[src/kbg_pkg.sv]
package kbg_pkg;
	localparam int ADDR_W = 12;
	// Register indices; each byte address is four times its index.
	localparam logic [ADDR_W-1:0] IDX_CTRL_RESET = 12'h02C;
	localparam logic [ADDR_W-1:0] IDX_GLUE = 12'h0F0;
	localparam logic [ADDR_W-1:0] IDX_FAST_PORT = 12'h092;
	localparam logic [ADDR_W-1:0] IDX_WAKE_STAT = 12'h0F8;
	localparam logic [ADDR_W-1:0] IDX_WAKE_EN = 12'h0F9;
	localparam logic [ADDR_W-1:0] IDX_IRQ_STAT = 12'h0FA;
	localparam logic [ADDR_W-1:0] IDX_IRQ_MASK = 12'h0FB;
	localparam logic [ADDR_W-1:0] A_CTRL_RESET = IDX_CTRL_RESET << 2;
	localparam logic [ADDR_W-1:0] A_GLUE = IDX_GLUE << 2;
	localparam logic [ADDR_W-1:0] A_FAST_PORT = IDX_FAST_PORT << 2;
	localparam logic [ADDR_W-1:0] A_WAKE_STAT = IDX_WAKE_STAT << 2;
	localparam logic [ADDR_W-1:0] A_WAKE_EN = IDX_WAKE_EN << 2;
	localparam logic [ADDR_W-1:0] A_IRQ_STAT = IDX_IRQ_STAT << 2;
	localparam logic [ADDR_W-1:0] A_IRQ_MASK = IDX_IRQ_MASK << 2;
	// Field positions.
	localparam int CTRL_KBC_RESET_BIT = 6;
	localparam int GLUE_FAST_EN_BIT = 2;
	localparam int GLUE_KEY_LATCH_BIT = 3;
	localparam int GLUE_MOUSE_LATCH_BIT = 4;
	localparam int GLUE_KEY_ISO_BIT = 5;
	localparam int GLUE_MOUSE_ISO_BIT = 6;
	localparam int FAST_RESET_BIT = 0;
	localparam int FAST_GATE_BIT = 1;
	localparam int WAKE_KEY_IRQ = 0;
	localparam int WAKE_MOUSE_IRQ = 1;
	localparam int WAKE_KEY_DATA = 2;
	localparam int WAKE_MOUSE_DATA = 3;
	localparam int WAKE_GLOBAL_BIT = 4;
	localparam int IRQ_RESET_PULSE = 0;
	localparam int IRQ_WAKE_RISE = 1;
	// Reset values, fixed fast port bits and response codes.
	localparam logic [7:0] CTRL_RESET_RST = 8'h00;
	localparam logic [7:0] GLUE_RST = 8'h00;
	localparam logic [7:0] FAST_PORT_RST = 8'h24;
	localparam logic [7:0] FAST_PORT_FIXED = 8'h24;
	localparam logic [4:0] WAKE_EN_RST = 5'h00;
	localparam logic [1:0] IRQ_MASK_RST = 2'h0;
	localparam logic [1:0] RESP_OKAY = 2'h0;
	localparam logic [1:0] RESP_SLVERR = 2'h2;
	// Timing of the fast reset pulse.
	localparam int CLK_PERIOD_NS = 8;
	localparam int RESET_DELAY_US = 14;
	localparam int RESET_PULSE_US = 6;
	localparam int RESET_DELAY_CYC = (RESET_DELAY_US * 1000 + CLK_PERIOD_NS - 1) / CLK_PERIOD_NS;
	localparam int RESET_PULSE_CYC = (RESET_PULSE_US * 1000 + CLK_PERIOD_NS - 1) / CLK_PERIOD_NS;
	typedef enum logic [1:0] {
		KBG_FR_IDLE = 2'h0,
		KBG_FR_DELAY = 2'h1,
		KBG_FR_PULSE = 2'h3,
		KBG_FR_DONE = 2'h2
	} kbg_fr_state_t;
endpackage

[src/kbg_glue.sv]
`timescale 1ns/1ps
// Notes on behaviour
// Mask high if controller bit or fast gate high
// Bit 0 write: 14us delay, 6us low pulse
// Next pulse only after bit 0 cleared
// Reset clears bit 0, reset output high
// Enabled fast pulse ANDed with controller reset
// Keyboard reset pin polarity follows pin config
// Bit 1 drives fast gate level
// Reset drives fast gate low
// Bit 4 picks mouse interrupt source
// Bit 3 picks keyboard interrupt source
// Interrupts and data edges set wake status
// Wake needs own and global enable
// Interrupt wakes need main power; edges not
// Bit 6 isolates mouse lines from controller
// Bit 5 isolates keyboard lines from controller
// Software pulses controller reset via 0x40/0x00
// Software resets controller after power loss
// Fast port reads fixed bits, default 24h
// Counter on device clock times the pulse
module kbg_glue #(
	parameter int CNT_W = 12
) (
	input wire logic clk, // Device clock.
	input wire logic rst_n, // Asynchronous system reset.
	input wire logic ce, // Clock enable; state frozen while low.
	input wire logic [kbg_pkg::ADDR_W-1:0] s_axi_awaddr, // Write address.
	input wire logic s_axi_awvalid, // Write address valid.
	output logic s_axi_awready, // Write address ready.
	input wire logic [31:0] s_axi_wdata, // Write data.
	input wire logic [3:0] s_axi_wstrb, // Write byte strobes.
	input wire logic s_axi_wvalid, // Write data valid.
	output logic s_axi_wready, // Write data ready.
	output logic [1:0] s_axi_bresp, // Write response.
	output logic s_axi_bvalid, // Write response valid.
	input wire logic s_axi_bready, // Write response ready.
	input wire logic [kbg_pkg::ADDR_W-1:0] s_axi_araddr, // Read address.
	input wire logic s_axi_arvalid, // Read address valid.
	output logic s_axi_arready, // Read address ready.
	output logic [31:0] s_axi_rdata, // Read data.
	output logic [1:0] s_axi_rresp, // Read response.
	output logic s_axi_rvalid, // Read data valid.
	input wire logic s_axi_rready, // Read data ready.
	input wire logic kbc_gate_port_bit, // Controller A20 port bit.
	input wire logic kbc_reset_out_n, // Controller reset, active low.
	input wire logic kbc_key_irq, // Raw controller keyboard interrupt.
	input wire logic kbc_mouse_irq, // Raw controller mouse interrupt.
	input wire logic kbc_data_read, // Host read of controller data, pulse.
	input wire logic main_power_on, // High while main power is present.
	input wire logic reset_pin_invert, // Keyboard reset pin polarity config.
	input wire logic key_clock_line, // Keyboard clock pin.
	input wire logic key_data_line, // Keyboard data pin.
	input wire logic mouse_clock_line, // Mouse clock pin.
	input wire logic mouse_data_line, // Mouse data pin.
	output logic cpu_addr_mask_n, // CPU A20 mask.
	output logic fast_reset_out_n, // Fast reset pulse, active low.
	output logic fast_gate_out, // Fast A20 gate.
	output logic keyboard_reset_pin, // Combined keyboard reset pin.
	output logic kbc_key_clock, // Keyboard clock to controller.
	output logic kbc_key_data, // Keyboard data to controller.
	output logic kbc_mouse_clock, // Mouse clock to controller.
	output logic kbc_mouse_data, // Mouse data to controller.
	output logic key_irq, // Selected keyboard interrupt.
	output logic mouse_irq, // Selected mouse interrupt.
	output logic kbc_hold_reset, // Holds the controller in reset.
	output logic wake_event, // Wake event output.
	output logic irq // Interrupt, level.
);
	localparam logic [CNT_W-1:0] DELAY_LAST = CNT_W'(kbg_pkg::RESET_DELAY_CYC - 1);
	localparam logic [CNT_W-1:0] PULSE_LAST = CNT_W'(kbg_pkg::RESET_PULSE_CYC - 1);

	// Bus channel state.
	logic aw_ready_q;
	logic w_ready_q;
	logic aw_have_q;
	logic w_have_q;
	logic b_valid_q;
	logic [1:0] b_resp_q;
	logic [kbg_pkg::ADDR_W-1:0] wr_addr_q;
	logic [7:0] wr_data_q;
	logic wr_lane_q;
	logic ar_ready_q;
	logic r_valid_q;
	logic [31:0] r_data_q;
	logic [1:0] r_resp_q;

	// Registers.
	logic [7:0] ctrl_reset_q;
	logic [7:0] glue_q;
	logic fast_rst_bit_q;
	logic fast_gate_q;
	logic [3:0] wake_stat_q;
	logic [3:0] wake_stat_d;
	logic [4:0] wake_en_q;
	logic [1:0] irq_stat_q;
	logic [1:0] irq_stat_d;
	logic [1:0] irq_mask_q;

	// Pin synchronisers: clocks and data of keyboard then mouse.
	logic [3:0] pin_meta_q;
	logic [3:0] pin_sync_q;
	logic [1:0] data_prev_q;

	logic [1:0] irq_prev_q;
	logic [1:0] irq_latch_q;
	kbg_pkg::kbg_fr_state_t fr_state_q;
	kbg_pkg::kbg_fr_state_t fr_state_d;
	logic [CNT_W-1:0] cnt_q;
	logic [CNT_W-1:0] cnt_d;

	logic out_mask_n_q;
	logic out_fr_n_q;
	logic out_kbd_pin_q;
	logic [3:0] out_kbc_lines_q;
	logic [1:0] out_irq_sel_q;
	logic out_wake_q;
	logic out_irq_q;

	// Write side decode.
	wire wr_fire = ce & aw_have_q & w_have_q & ~b_valid_q;
	wire wr_en = wr_fire & wr_lane_q;
	wire fast_en = glue_q[kbg_pkg::GLUE_FAST_EN_BIT];
	wire wr_ctrl = wr_en & (wr_addr_q == kbg_pkg::A_CTRL_RESET);
	wire wr_glue = wr_en & (wr_addr_q == kbg_pkg::A_GLUE);
	wire wr_fast = wr_en & (wr_addr_q == kbg_pkg::A_FAST_PORT) & fast_en;
	wire wr_wstat = wr_en & (wr_addr_q == kbg_pkg::A_WAKE_STAT);
	wire wr_wen = wr_en & (wr_addr_q == kbg_pkg::A_WAKE_EN);
	wire wr_imask = wr_en & (wr_addr_q == kbg_pkg::A_IRQ_MASK);
	wire wr_hit = (wr_addr_q == kbg_pkg::A_CTRL_RESET) | (wr_addr_q == kbg_pkg::A_GLUE) |
		(wr_addr_q == kbg_pkg::A_FAST_PORT) | (wr_addr_q == kbg_pkg::A_WAKE_STAT) |
		(wr_addr_q == kbg_pkg::A_WAKE_EN) | (wr_addr_q == kbg_pkg::A_IRQ_STAT) |
		(wr_addr_q == kbg_pkg::A_IRQ_MASK);

	// Read side decode.
	wire rd_fire = ce & s_axi_arvalid & ar_ready_q;
	wire rd_ctrl = (s_axi_araddr == kbg_pkg::A_CTRL_RESET);
	wire rd_glue = (s_axi_araddr == kbg_pkg::A_GLUE);
	wire rd_fast = (s_axi_araddr == kbg_pkg::A_FAST_PORT);
	wire rd_wstat = (s_axi_araddr == kbg_pkg::A_WAKE_STAT);
	wire rd_wen = (s_axi_araddr == kbg_pkg::A_WAKE_EN);
	wire rd_istat = (s_axi_araddr == kbg_pkg::A_IRQ_STAT);
	wire rd_imask = (s_axi_araddr == kbg_pkg::A_IRQ_MASK);
	wire rd_hit = rd_ctrl | rd_glue | rd_fast | rd_wstat | rd_wen | rd_istat | rd_imask;
	// The fast port reads as zero while it is disabled.
	wire [7:0] fast_rd = fast_en ?
		(kbg_pkg::FAST_PORT_FIXED | {6'h00, fast_gate_q, fast_rst_bit_q}) : 8'h00;
	wire [7:0] rd_byte = rd_ctrl ? ctrl_reset_q :
		rd_glue ? glue_q :
		rd_fast ? fast_rd :
		rd_wstat ? {4'h0, wake_stat_q} :
		rd_wen ? {3'h0, wake_en_q} :
		rd_istat ? {6'h00, irq_stat_q} :
		rd_imask ? {6'h00, irq_mask_q} : 8'h00;

	// Write address and data are taken in either order.
	always_ff @(posedge clk or negedge rst_n) begin
		if (!rst_n) begin
			aw_ready_q <= 1'b1;
			aw_have_q <= 1'b0;
			wr_addr_q <= '0;
		end else if (ce) begin
			if (s_axi_awvalid & aw_ready_q) begin
				aw_ready_q <= 1'b0;
				aw_have_q <= 1'b1;
				wr_addr_q <= s_axi_awaddr;
			end else if (wr_fire) begin
				aw_have_q <= 1'b0;
			end else if (b_valid_q & s_axi_bready) begin
				aw_ready_q <= 1'b1;
			end
		end
	end

	always_ff @(posedge clk or negedge rst_n) begin
		if (!rst_n) begin
			w_ready_q <= 1'b1;
			w_have_q <= 1'b0;
			wr_data_q <= 8'h00;
			wr_lane_q <= 1'b0;
		end else if (ce) begin
			if (s_axi_wvalid & w_ready_q) begin
				w_ready_q <= 1'b0;
				w_have_q <= 1'b1;
				wr_data_q <= s_axi_wdata[7:0];
				wr_lane_q <= s_axi_wstrb[0];
			end else if (wr_fire) begin
				w_have_q <= 1'b0;
			end else if (b_valid_q & s_axi_bready) begin
				w_ready_q <= 1'b1;
			end
		end
	end

	always_ff @(posedge clk or negedge rst_n) begin
		if (!rst_n) begin
			b_valid_q <= 1'b0;
			b_resp_q <= kbg_pkg::RESP_OKAY;
		end else if (ce) begin
			if (wr_fire) begin
				b_valid_q <= 1'b1;
				b_resp_q <= wr_hit ? kbg_pkg::RESP_OKAY : kbg_pkg::RESP_SLVERR;
			end else if (s_axi_bready) begin
				b_valid_q <= 1'b0;
			end
		end
	end

	always_ff @(posedge clk or negedge rst_n) begin
		if (!rst_n) begin
			ar_ready_q <= 1'b1;
			r_valid_q <= 1'b0;
			r_data_q <= 32'h0000_0000;
			r_resp_q <= kbg_pkg::RESP_OKAY;
		end else if (ce) begin
			if (rd_fire) begin
				ar_ready_q <= 1'b0;
				r_valid_q <= 1'b1;
				r_data_q <= {24'h00_0000, rd_byte};
				r_resp_q <= rd_hit ? kbg_pkg::RESP_OKAY : kbg_pkg::RESP_SLVERR;
			end else if (r_valid_q & s_axi_rready) begin
				r_valid_q <= 1'b0;
				ar_ready_q <= 1'b1;
			end
		end
	end

	// Configuration registers; the controller reset bit is held by software.
	always_ff @(posedge clk or negedge rst_n) begin
		if (!rst_n) begin
			ctrl_reset_q <= kbg_pkg::CTRL_RESET_RST;
			glue_q <= kbg_pkg::GLUE_RST;
			wake_en_q <= kbg_pkg::WAKE_EN_RST;
			irq_mask_q <= kbg_pkg::IRQ_MASK_RST;
		end else if (ce) begin
			if (wr_ctrl)
				ctrl_reset_q <= wr_data_q;
			if (wr_glue)
				glue_q <= wr_data_q;
			if (wr_wen)
				wake_en_q <= wr_data_q[4:0];
			if (wr_imask)
				irq_mask_q <= wr_data_q[1:0];
		end
	end

	always_ff @(posedge clk or negedge rst_n) begin
		if (!rst_n) begin
			fast_rst_bit_q <= kbg_pkg::FAST_PORT_RST[kbg_pkg::FAST_RESET_BIT];
			fast_gate_q <= kbg_pkg::FAST_PORT_RST[kbg_pkg::FAST_GATE_BIT];
		end else if (ce && wr_fast) begin
			fast_rst_bit_q <= wr_data_q[kbg_pkg::FAST_RESET_BIT];
			fast_gate_q <= wr_data_q[kbg_pkg::FAST_GATE_BIT];
		end
	end

	// Fast reset sequencer; the done state waits for bit 0 to clear.
	always_comb begin
		fr_state_d = fr_state_q;
		cnt_d = cnt_q + CNT_W'(1);
		unique case (fr_state_q)
			kbg_pkg::KBG_FR_IDLE: begin
				cnt_d = '0;
				if (fast_rst_bit_q)
					fr_state_d = kbg_pkg::KBG_FR_DELAY;
			end
			kbg_pkg::KBG_FR_DELAY: begin
				if (cnt_q == DELAY_LAST) begin
					fr_state_d = kbg_pkg::KBG_FR_PULSE;
					cnt_d = '0;
				end
			end
			kbg_pkg::KBG_FR_PULSE: begin
				if (cnt_q == PULSE_LAST) begin
					fr_state_d = kbg_pkg::KBG_FR_DONE;
					cnt_d = '0;
				end
			end
			kbg_pkg::KBG_FR_DONE: begin
				cnt_d = '0;
				if (!fast_rst_bit_q)
					fr_state_d = kbg_pkg::KBG_FR_IDLE;
			end
		endcase
	end

	always_ff @(posedge clk or negedge rst_n) begin
		if (!rst_n) begin
			fr_state_q <= kbg_pkg::KBG_FR_IDLE;
			cnt_q <= '0;
		end else if (ce) begin
			fr_state_q <= fr_state_d;
			cnt_q <= cnt_d;
		end
	end

	// Pins are synchronised before any logic looks at them.
	always_ff @(posedge clk or negedge rst_n) begin
		if (!rst_n) begin
			pin_meta_q <= 4'hF;
			pin_sync_q <= 4'hF;
			data_prev_q <= 2'h3;
		end else if (ce) begin
			pin_meta_q <= {mouse_data_line, mouse_clock_line, key_data_line, key_clock_line};
			pin_sync_q <= pin_meta_q;
			data_prev_q <= {pin_sync_q[3], pin_sync_q[1]};
		end
	end

	// Interrupt latches set on a rising request and clear on a data read.
	wire [1:0] irq_raw = {kbc_mouse_irq, kbc_key_irq};
	wire [1:0] irq_rise = irq_raw & ~irq_prev_q;
	wire [1:0] latch_sel = {glue_q[kbg_pkg::GLUE_MOUSE_LATCH_BIT],
		glue_q[kbg_pkg::GLUE_KEY_LATCH_BIT]};
	wire [1:0] irq_sel = (latch_sel & irq_latch_q) | (~latch_sel & irq_latch_q & irq_raw);

	always_ff @(posedge clk or negedge rst_n) begin
		if (!rst_n) begin
			irq_prev_q <= 2'h0;
			irq_latch_q <= 2'h0;
		end else if (ce) begin
			irq_prev_q <= irq_raw;
			irq_latch_q <= irq_rise | (irq_latch_q & ~{2{kbc_data_read}});
		end
	end

	// Data lines fall at the start of a frame; that edge is the wake cause.
	wire [1:0] data_fall = data_prev_q & ~{pin_sync_q[3], pin_sync_q[1]};
	wire [1:0] irq_wake = irq_rise & {2{main_power_on}};
	wire [3:0] wake_set = {data_fall[1], data_fall[0], irq_wake[1], irq_wake[0]};
	wire [3:0] wake_clr = wr_wstat ? wr_data_q[3:0] : 4'h0;
	wire wake_d = wake_en_q[kbg_pkg::WAKE_GLOBAL_BIT] & |(wake_stat_q & wake_en_q[3:0]);

	always_comb begin
		wake_stat_d = wake_set | (wake_stat_q & ~wake_clr);
		irq_stat_d = irq_stat_q & ~{2{rd_fire & rd_istat}};
		irq_stat_d[kbg_pkg::IRQ_RESET_PULSE] = irq_stat_d[kbg_pkg::IRQ_RESET_PULSE] |
			(fr_state_d == kbg_pkg::KBG_FR_PULSE && fr_state_q != kbg_pkg::KBG_FR_PULSE);
		irq_stat_d[kbg_pkg::IRQ_WAKE_RISE] = irq_stat_d[kbg_pkg::IRQ_WAKE_RISE] |
			(wake_d & ~out_wake_q);
	end

	always_ff @(posedge clk or negedge rst_n) begin
		if (!rst_n) begin
			wake_stat_q <= 4'h0;
			irq_stat_q <= 2'h0;
		end else if (ce) begin
			wake_stat_q <= wake_stat_d;
			irq_stat_q <= irq_stat_d;
		end
	end

	// Output stage.
	wire fr_n_d = (fr_state_d != kbg_pkg::KBG_FR_PULSE);
	wire kbd_rst_n_d = kbc_reset_out_n & (fr_n_d | ~fast_en);
	wire key_iso = glue_q[kbg_pkg::GLUE_KEY_ISO_BIT];
	wire mouse_iso = glue_q[kbg_pkg::GLUE_MOUSE_ISO_BIT];
	// Isolated lines are held at their idle high level.
	wire [3:0] kbc_lines_d = pin_sync_q | {{2{mouse_iso}}, {2{key_iso}}};

	always_ff @(posedge clk or negedge rst_n) begin
		if (!rst_n) begin
			out_mask_n_q <= 1'b0;
			out_fr_n_q <= 1'b1;
			out_kbd_pin_q <= 1'b1;
			out_kbc_lines_q <= 4'hF;
			out_irq_sel_q <= 2'h0;
			out_wake_q <= 1'b0;
			out_irq_q <= 1'b0;
		end else if (ce) begin
			out_mask_n_q <= kbc_gate_port_bit | fast_gate_q;
			out_fr_n_q <= fr_n_d;
			out_kbd_pin_q <= kbd_rst_n_d ^ reset_pin_invert;
			out_kbc_lines_q <= kbc_lines_d;
			out_irq_sel_q <= irq_sel;
			out_wake_q <= wake_d;
			out_irq_q <= |(irq_stat_d & irq_mask_q);
		end
	end

	assign s_axi_awready = aw_ready_q;
	assign s_axi_wready = w_ready_q;
	assign s_axi_bvalid = b_valid_q;
	assign s_axi_bresp = b_resp_q;
	assign s_axi_arready = ar_ready_q;
	assign s_axi_rvalid = r_valid_q;
	assign s_axi_rdata = r_data_q;
	assign s_axi_rresp = r_resp_q;
	assign cpu_addr_mask_n = out_mask_n_q;
	assign fast_reset_out_n = out_fr_n_q;
	assign fast_gate_out = fast_gate_q;
	assign keyboard_reset_pin = out_kbd_pin_q;
	assign kbc_key_clock = out_kbc_lines_q[0];
	assign kbc_key_data = out_kbc_lines_q[1];
	assign kbc_mouse_clock = out_kbc_lines_q[2];
	assign kbc_mouse_data = out_kbc_lines_q[3];
	assign key_irq = out_irq_sel_q[0];
	assign mouse_irq = out_irq_sel_q[1];
	assign kbc_hold_reset = ctrl_reset_q[kbg_pkg::CTRL_KBC_RESET_BIT];
	assign wake_event = out_wake_q;
	assign irq = out_irq_q;
endmodule

[config.mk]
export PLATFORM = sky130hd
export DESIGN_NAME = kbg_glue
export DESIGN_NICKNAME = d
export VERILOG_FILES = /design/src/kbg_pkg.sv /design/src/kbg_glue.sv
export SDC_FILE = /design/constraint.sdc
export NUM_CORES = 1
export LEC_CHECK = 0
export BUFFER_PORTS_ARGS = -buffer_cell sky130_fd_sc_hd__buf_2
export CELL_PAD_IN_SITES_DETAIL_PLACEMENT = 2
export CELL_PAD_IN_SITES_GLOBAL_PLACEMENT = 2
export CORE_MARGIN = 3
export CORE_UTILIZATION = 31
export CTS_BUF_LIST = sky130_fd_sc_hd__clkbuf_4 sky130_fd_sc_hd__clkbuf_8
export DETAILED_ROUTE_END_ITERATION = 12
export PLACE_DENSITY = 0.74
export SYNTH_ARGS = -nofsm -noshare
export SYNTH_HDL_FRONTEND = slang
export SYNTH_SLANG_ARGS = --single-unit
[constraint.sdc]
create_clock -name clk -period 1.78 [get_ports clk]
set_input_delay 0.178 -clock clk [delete_from_list [all_inputs] [get_ports clk]]
set_output_delay 0.178 -clock clk [all_outputs]
set_load 0.05 [all_outputs]
# After elaboration in Yosys (flattened, before gate mapping)
# Index checks and enable logic that the tools add are counted.
dict set report totals {
  ff_bits 110
  output_inout_bits 54
}
dict set report op_classes {
  n_addsub 1
  eq_ne 24
  muxes 32
  bitwise_logic 62
  n_reduce_logical 26
}
# cell count
set ops {}
lappend ops {{$eq A12 B10 Y1 const B} 13}
lappend ops {{$pmux W12 S3} 1}
lappend ops {{$eq A12 B8 Y1 const B} 2}
lappend ops {{$mux W12} 2}
lappend ops {{$reduce_and A2 Y1} 12}
lappend ops {{$and A1 B1 Y1} 21}
lappend ops {{$and A2 B2 Y2} 9}
lappend ops {{$mux W2} 8}
lappend ops {{$mux W8} 2}
lappend ops {{$or A1 B1 Y1} 16}
lappend ops {{$mux W1} 13}
lappend ops {{$add A12 B1 Y12 const B} 1}
lappend ops {{$eq A12 B11 Y1 const B} 1}
lappend ops {{$mux W6} 2}
lappend ops {{$reduce_bool A2 Y1} 6}
lappend ops {{$mux W5} 2}
lappend ops {{$not A2 Y2} 5}
lappend ops {{$and A4 B4 Y4} 2}
lappend ops {{$or A4 B4 Y4} 2}
lappend ops {{$pmux W2 S4} 1}
lappend ops {{$eq A2 B2 Y1 const B} 3}
lappend ops {{$reduce_and A3 Y1} 2}
lappend ops {{$mux W4} 1}
lappend ops {{$ne A2 B1 Y1 const B} 2}
lappend ops {{10 further kinds} 16}

# Depth between registers and ports, before layout
# Gate-level depths: netlist (run 1).
dict set report depth {
  ltp_word 9
  depth_mapped 7
}

# Least setup slack after synthesis (run 1)
# OpenSTA, ideal clock, no wires.
dict set report synth_path {
  kind {reg2reg}
  from {reg b_valid_q (netlist: s_axi_bvalid)}
  to {reg wake_en_q[0]}
  setup_time_ps 125
  arrival_time_ps 1853
  slack_ps -198
  stages_incl_launch_ff 7
  path_buffers 1
  synth_period_minus_slack_ps 1978
  path_cell_list {dfrtp_1 and4b_1 and4_1 buf_4 nand4_1 nor2_2 mux2_2}
}
dict set report synth_between {
  elab_chain_len 5
}
# item line_no
set synth_rtl {}
lappend synth_rtl {{start, declared} kbg_glue.sv:78} ;# logic b_valid_q;
lappend synth_rtl {{start signal, assigned} kbg_glue.sv:197} ;# b_valid_q <= 1'b0;
lappend synth_rtl {{start signal, assigned} kbg_glue.sv:201} ;# b_valid_q <= 1'b1;
lappend synth_rtl {{start signal, assigned} kbg_glue.sv:204} ;# b_valid_q <= 1'b0;
lappend synth_rtl {{$not A1 Y1} kbg_glue.sv:121} ;# wire wr_fire = ce & aw_have_q & w_have_q & ~b_valid_q;
lappend synth_rtl {{$and A1 B1 Y1} kbg_glue.sv:121}
lappend synth_rtl {{$and A1 B1 Y1} kbg_glue.sv:122} ;# wire wr_en = wr_fire & wr_lane_q;
lappend synth_rtl {{$and A1 B1 Y1} kbg_glue.sv:128} ;# wire wr_wen = wr_en & (wr_addr_q == kbg_pkg::A_WAKE_EN);
lappend synth_rtl {{$reduce_and A2 Y1 (no source line)} -}
lappend synth_rtl {{end signal, assigned} kbg_glue.sv:233} ;# wake_en_q <= kbg_pkg::WAKE_EN_RST;
lappend synth_rtl {{end signal, assigned} kbg_glue.sv:241} ;# wake_en_q <= wr_data_q[4:0];
lappend synth_rtl {{end, declared} kbg_glue.sv:95} ;# logic [4:0] wake_en_q;
# No other way between the ends.
# A chain may end at the register's enable or synchronous reset.

# Worst setup path after layout (run 1)
dict set report layout_path {
  from {reg cnt_q[1]}
  to {reg cnt_q[0]}
}
dict set report layout_between {
  elab_chain_len 3
}
# item line_no
set layout_rtl {}
lappend layout_rtl {{start, declared} kbg_glue.sv:109} ;# logic [CNT_W-1:0] cnt_q;
lappend layout_rtl {{start signal, assigned} kbg_glue.sv:293} ;# cnt_q <= cnt_d;
lappend layout_rtl {{$eq A12 B10 Y1 / $eq A12 B11 Y1 (equally long branches)} {kbg_glue.sv:274, kbg_glue.sv:268}}
lappend layout_rtl {{$mux W12 (on tied branches)} {kbg_glue.sv:274, kbg_glue.sv:268}}
lappend layout_rtl {{$pmux W12 S3 *} kbg_glue.sv:261} ;# unique case (fr_state_q)
# Every way passes the cells marked *; elsewhere a longest branch is shown, timed or not.

==> impl_metrics.tcl, run 1 <==
set metrics [dict create \
    drv_slew 0 \
    drive_gt1_frac 0.437 \
    via_count 4047 \
    end_kind "register" \
    peakVddDrop_v 0.000335 \
    cp.required_ps 2060 \
    rsz0062_at_grt "yes" \
    clk_pin_slew_ps 110 \
    outcome "complete, but fails checks" \
    wl_met1_um 6420 \
    die_area_um2 18200 \
    met2_length_um 8230 \
    fin_crit_sh 1.06 \
    path_max_fanout 4 \
    numCtsBuffers 9 \
    cts-root-buf "clkbuf_8" \
    violations "negative setup slack" \
    finalSetupViolations 21 \
    initial_core_util 0.321 \
    cts_tree "built" \
    grt_remaining_overflow 0 \
    r2r_start "cnt_q[1]$_DFFE_PN0P_" \
    pre_cts_ws_ps -182 \
    ys_seq_area_frac 0.529 \
    cp_slowest_cell "dfrtp_1" \
    clock_sinks 108 \
    via_per_inst 4.91 \
    cts.path.max_buffers 2 \
    die_w_um 135 \
    period_minus_slack_ps 1890 \
    syn_to_final_growth_pct 30.4 \
    hp-start "s_axi_wdata[3]" \
    tightest_slew_ps 617 \
    critical_path_class "register to register" \
    synth_cell_types 63 \
    fillerInstances 1687 \
    hp-class "input port to register" \
    ys_ff_latch 108 \
    start_kind "register" \
    async_reset_ff_frac 1.00 \
    cp_cell_sequence "inv_2 > ha_4 > or2b_4 > buf_6 > o41ai_4 > buf_4 > or2_4 > mux2i_1" \
    finalWorstSetupSlack_ps -115 \
    synth_edf_count 0 \
    hold_viol_final 0 \
    n_antenna_cell 0 \
    core_area_um2 16100 \
    fmax_mhz 528 \
    clock-skew-final_ps 7.17 \
    critPathBufInv 3 \
    grt_pass1_vias 4709 \
    max_slew_margin 0.589 \
    hpwl_um 10900 \
    drt_first_iter_violations 197 \
    htree_num_levels 3 \
    io_pins 133 \
    whs_endpoint "wr_data_q[3]$_DFFE_PN0P_" \
    wl_per_cell_um 18.9 \
    cp.arrival_ps 2170 \
    grt_max_degree 109 \
    top_layer_used "met4" \
    powerDensity_nw_per_um2 713 \
    track_usage 0.175 \
    finalNonFillerCells 825 \
    r2r_cells 8 \
    place_inst 773 \
    syn_area_um2 5150 \
    num_rows 46 \
    synthCells 454 \
    slowest_delay_ps 420 \
    grt_pass1_wl_um 25000 \
    ys_warn_count 0 \
    synth_flop_cell "dfrtp_1" \
    first_pass_iters 4 \
    static-leakage-power_nw 3.16 \
    dieHeight_um 135 \
    holdPathStages 2 \
    multi_input_area_um2 2360 \
    insertion_delay_ps 400 \
    maxCapViolations 0 \
    gp_congestion 0.826 \
    antenna_left 0 \
    final-seq-area_um2 2730 \
    avgSynthCellArea_um2 11.4 \
    nNetsFinal 685 \
    portBuffers 79 \
    antenna_found_initial 0 \
    dr_wl_met3_um 695 \
    post-route-drc-count 0 \
    r2r-end "cnt_q[0]$_DFFE_PN0P_" \
    critPathTopFamily "simple AND/OR/NAND/NOR gates" \
    rrSetupSlack_ps -110 \
    wirelength_um 15600 \
]
[metrics by stage]
stage,hold WS [ps],utilization,cell area (um2),total power (W),setup TNS (ps)
after floorplan,-118,-,5270,0.00302,-670
after CTS,0.0411,0.409,6560,0.00485,-937
final,22.9,0.418,6720,0.00479,-1550
after global routing,14.3,0.418,6720,0.00500,-3500
after detailed placement,308,0.375,6020,0.00317,-2660
after global placement,301,0.375,6020,0.00315,-847
[how the worst max path moves through the flow]
stage                                  start                             end  slack [ps]  depth (start not counted)
finish                  cnt_q[1]$_DFFE_PN0P_            cnt_q[0]$_DFFE_PN0P_        -110                          8
CTS                    cnt_q[10]$_DFFE_PN0P_            cnt_q[0]$_DFFE_PN0P_         -90                          6
detailed placement      cnt_q[1]$_DFFE_PN0P_            cnt_q[9]$_DFFE_PN0P_        -180                          7
global placement        cnt_q[1]$_DFFE_PN0P_  keyboard_reset_pin$_DFFE_PN1P_        -100                          7
global route            cnt_q[1]$_DFFE_PN0P_            cnt_q[0]$_DFFE_PN0P_        -210                          8
floorplan           s_axi_bvalid$_DFFE_PN0P_        wake_en_q[1]$_DFFE_PN0P_         -90                          6
[where the power goes]
group          internal, W  leakage (nW)  switching, W
clock             0.000676         0.105      0.000942
combinational     0.000176          1.65      0.000398
sequential         0.00256          1.40     0.0000402
[worst reg2reg max path, delay by kind of cell (launching register included)]
family	cells	cell delay, ps
multiplexers	1	70
flip-flops	1	420
AND/OR/NAND/NOR	2	420
buffers and inverters	3	410
AO/OA/AOI/OAI	1	330
adder cells (fa/ha/maj)	1	110
[layout make-up]
cell class,count,area share
clock inverter,7,0.0123
multi-input combinational,311,0.351
clock buffer,9,0.0184
inverter,18,0.0101
timing repair buffer,156,0.162
tap,216,0.0402
sequential,108,0.406
[placed cells by master (no fill, tap or decap), types with 3 or more instances in the layout]
cell type,netlist,final
dfrtp_1,89,88
buf_2,1,78
mux2_2,56,51
buf_4,27,49
nand2_1,43,43
conb_1,1,26
nor2_1,31,24
dlygate4sd3_1,0,24
o21ai_0,23,22
dfstp_2,19,19
inv_1,18,17
nand3_1,11,11
a21oi_1,10,10
clkbuf_8,0,9
nor2_2,2,7
and3_1,6,6
nor3_1,7,5
nor4_2,0,5
nand4_1,5,5
mux2_4,0,5
xor2_1,5,5
o2bb2ai_1,6,4
a31oi_1,4,4
a22oi_1,4,4
buf_12,0,4
nor3_2,1,3
nand2b_1,3,3
a211oi_1,3,3
mux2i_1,3,3
a2bb2oi_1,3,3
o21a_1,3,3
o211ai_1,3,3
a32o_1,4,3
xnor2_1,3,3
[synthesized netlist by cell type (3+ instances only)]
cell type	count	area, um2
mux2i_1	3	30.0
and3_1	6	37.5
dfstp_2	19	499
a22oi_1	4	30.0
a211oi_1	3	22.5
buf_1	4	15.0
a2bb2oi_1	3	26.3
o2bb2ai_1	6	52.6
dfrtp_1	89	2230
nor3_1	7	35.0
o21a_1	3	22.5
nand3_1	11	55.1
a32o_1	4	40.0
a31oi_1	4	25.0
nor4_1	6	37.5
o211ai_1	3	22.5
xor2_1	5	43.8
mux2_2	56	631
nand2b_1	3	18.8
clkbuf_1	9	33.8
a21oi_1	10	50.1
o21ai_0	23	115
inv_1	18	67.6
buf_4	27	203
nand2_1	43	161
nand4_1	5	31.3
nor2_1	31	116
xnor2_1	3	26.3
[layer usage]
metal  track usage  up-vias
met3        0.0387       15
met5             0        -
li1              -     1870
met4        0.0498        0
met1         0.206     2072
met2         0.321       90
[registers in the layout, indices dropped and copies added, names as in the netlist, 2 cells and up]
name	cells
pin_sync_q	4
glue_q	8
out_irq_sel_q	2
pin_meta_q	4
wr_data_q	8
wake_en_q	5
fr_state_q	2
irq_stat_q	2
data_prev_q	2
irq_mask_q	2
cnt_q	12
out_kbc_lines_q	4
irq_latch_q	2
wake_stat_q	4
s_axi_rdata	8
irq_prev_q	2
wr_addr_q	12
ctrl_reset_q	8
[repair_timing]
item,in CTS,in global routing
endpoints found under the setup margin,22,42
hold endpoints to repair,112,0
hold buffers,24,0
gates resized for setup,16,24
buffers inserted,6,6
pin swaps,9,12
[logic make-up after synthesis]
family | after synthesis | synth area share
AND/OR/NAND/NOR | 137 | 0.141
flip-flops | 108 | 0.529
AO/OA/AOI/OAI | 77 | 0.109
multiplexers | 61 | 0.137
buffers and inverters | 60 | 0.0651
XOR/XNOR | 8 | 0.0136
adder cells (fa/ha/maj) | 2 | 0.00485
other | 1 | 0.000728
(Power assumes the default switching activity.)
==> run 2: changes to the inputs <==
--- a/config.mk
+++ b/config.mk
@@ -9,10 +9,9 @@
 export CELL_PAD_IN_SITES_DETAIL_PLACEMENT = 2
 export CELL_PAD_IN_SITES_GLOBAL_PLACEMENT = 2
 export CORE_MARGIN = 3
-export CORE_UTILIZATION = 31
-export CTS_BUF_LIST = sky130_fd_sc_hd__clkbuf_4 sky130_fd_sc_hd__clkbuf_8
+export CORE_UTILIZATION = 30
 export DETAILED_ROUTE_END_ITERATION = 12
-export PLACE_DENSITY = 0.74
+export PLACE_DENSITY = 0.72
 export SYNTH_ARGS = -nofsm -noshare
 export SYNTH_HDL_FRONTEND = slang
 export SYNTH_SLANG_ARGS = --single-unit
==> impl_metrics.tcl, run 2 (synthesis gave the netlist of run 1 again) <==
set metrics [dict create \
    outcome "complete, but fails checks" \
    violations "negative setup slack" \
    drt_first_iter_violations 169 \
    core_area_um2 16700 \
    cp.arrival_ps 2170 \
    grt_remaining_overflow 0 \
    fin_crit_sh 1.06 \
    track_usage 0.165 \
    insertion_delay_ps 350 \
    cts_tree "built" \
    clk_pin_slew_ps 70 \
    grt_pass1_wl_um 23900 \
    period_minus_slack_ps 1890 \
    finalWorstSetupSlack_ps -111 \
    max_slew_margin 0.660 \
    cts.path.max_buffers 2 \
    final_area_um2 6520 \
    portBuffers 79 \
    drv_slew 0 \
    start_kind "register" \
    path_max_fanout 2 \
    grt_max_degree 42 \
    io_pins 133 \
    hold_viol_final 0 \
    tns_ps -1280 \
    cts-root-buf "clkbuf_16" \
    wl_per_cell_um 18.6 \
    powerDensity_nw_per_um2 762 \
    maxCapViolations 0 \
    antenna_left 0 \
    p_total_w 0.00496 \
    peakVddDrop_v 0.000479 \
    place_area_um2 6050 \
    finalSetupViolations 21 \
    die_area_um2 18800 \
    initial_core_util 0.309 \
    antenna_found_initial 2 \
    via_count 3945 \
    dieHeight_um 137 \
    num_rows 47 \
    fillerInstances 1767 \
    rsz0062_at_grt "yes" \
    gp_congestion 0.819 \
    fin_util 0.390 \
    startpoint "cnt_q[1]$_DFFE_PN0P_" \
    hp-start "s_axi_awaddr[7]" \
    layout_common_cells "88 x dfrtp_1, 78 x buf_2, 49 x mux2_2" \
    hp-class "input port to register" \
    die_w_um 137 \
    static-leakage-power_nw 3.07 \
    layout_commonest_cell "dfrtp_1" \
    numCtsBuffers 9 \
    r2r_start "cnt_q[1]$_DFFE_PN0P_" \
    cp.required_ps 2060 \
    fmax_mhz 529 \
    clock_sinks 108 \
    end_kind "register" \
    first_pass_iters 4 \
    grt_pass1_vias 4371 \
    wirelength_um 14900 \
    htree_num_levels 3 \
    largest_registers "cnt_q x12, wr_addr_q x12" \
    tightest_slew_ps 508 \
    hpwl_um 11300 \
    nNetsFinal 659 \
    clock-skew-final_ps 6.92 \
    via_per_inst 4.91 \
    post-route-drc-count 0 \
    critical_path_class "register to register" \
    syn_to_final_growth_pct 26.5 \
    drive_gt1_frac 0.441 \
]
run 2: changes by cell type in the layout (fill, tap and decap cells not counted), sizes merged:
cell	before	now
dlygate4sd3	24	1
clkbuf	9	13
bufinv	1	0
buf	132	129
diode	0	1
inv	21	18
run 2: critical path: stages (launching register included):
cell	delay, ps
dfrtp_1	410
inv_2	70
ha_1	120
or2b_4	270
o41a_1	340
o41ai_2	330
xor2_1	180
a21oi_1	90
run 2: cell type report:
| type | instances | area [um2] | share of cell area |
|---|---|---|---|
| Clock buffer | 13 | 240 | 0.0369 |
| Sequential cell | 108 | 2730 | 0.419 |
| Multi-Input combinational cell | 311 | 2340 | 0.360 |
| Timing Repair Buffer | 130 | 845 | 0.130 |
| Clock inverter | 3 | 15.0 | 0.00230 |
| Inverter | 18 | 67.6 | 0.0104 |
| Tap cell | 220 | 275 | 0.0422 |
| Antenna cell | 1 | 2.50 | 0.000384 |
run 2: power by group:
group | leakage (nW) | internal (W) | switching (W)
clock | 0.127 | 0.000946 | 0.000881
sequential | 1.40 | 0.00256 | 0.0000426
combinational | 1.54 | 0.000146 | 0.000391
run 2: what timing repair did:
| action | in CTS | in global routing |
|---|---|---|
| setup buffers | 5 | 1 |
| pin swaps | 12 | 8 |
| resized for setup | 22 | 20 |
| setup endpoints to repair | 26 | 43 |
| endpoints found under the hold margin | 30 | 0 |
| hold buffers | 1 | 0 |
run 2: worst paths after layout:
path,endpoint,slack [ps],cells past startpoint
min in group asynchronous,wr_addr_q[0]$_DFFE_PN0P_,310,2
setup / recovery,keyboard_reset_pin$_DFFE_PN1P_,-110,7
hold / removal,wr_addr_q[7]$_DFFE_PN0P_,60,2
hold reg to reg,s_axi_rdata[7]$_DFFE_PN0P_,480,2
setup reg to reg,keyboard_reset_pin$_DFFE_PN1P_,-110,7
max in group asynchronous,out_kbc_lines_q[1]$_DFFE_PN1P_,810,3
run 2: routing by layer:
metal | vias up | share of wire | track usage
met4 | 4 | 0.018 | 0.0565
met3 | 18 | 0.052 | 0.0360
met1 | 2019 | 0.42 | 0.203
met5 | - | 0.0018 | 0
li1 | 1817 | - | -
met2 | 87 | 0.51 | 0.285
run 2: stage by stage:
stage / hold slack, ps / worst slack (ps) / cells
final: 56.1 / -111 / 804
after CTS: 42.4 / -108 / 802
after detailed placement: 160 / -161 / 780
after floorplan: -118 / -92.1 / 479
after global placement: 149 / -89.3 / 780
after global routing: 46.2 / -211 / 803
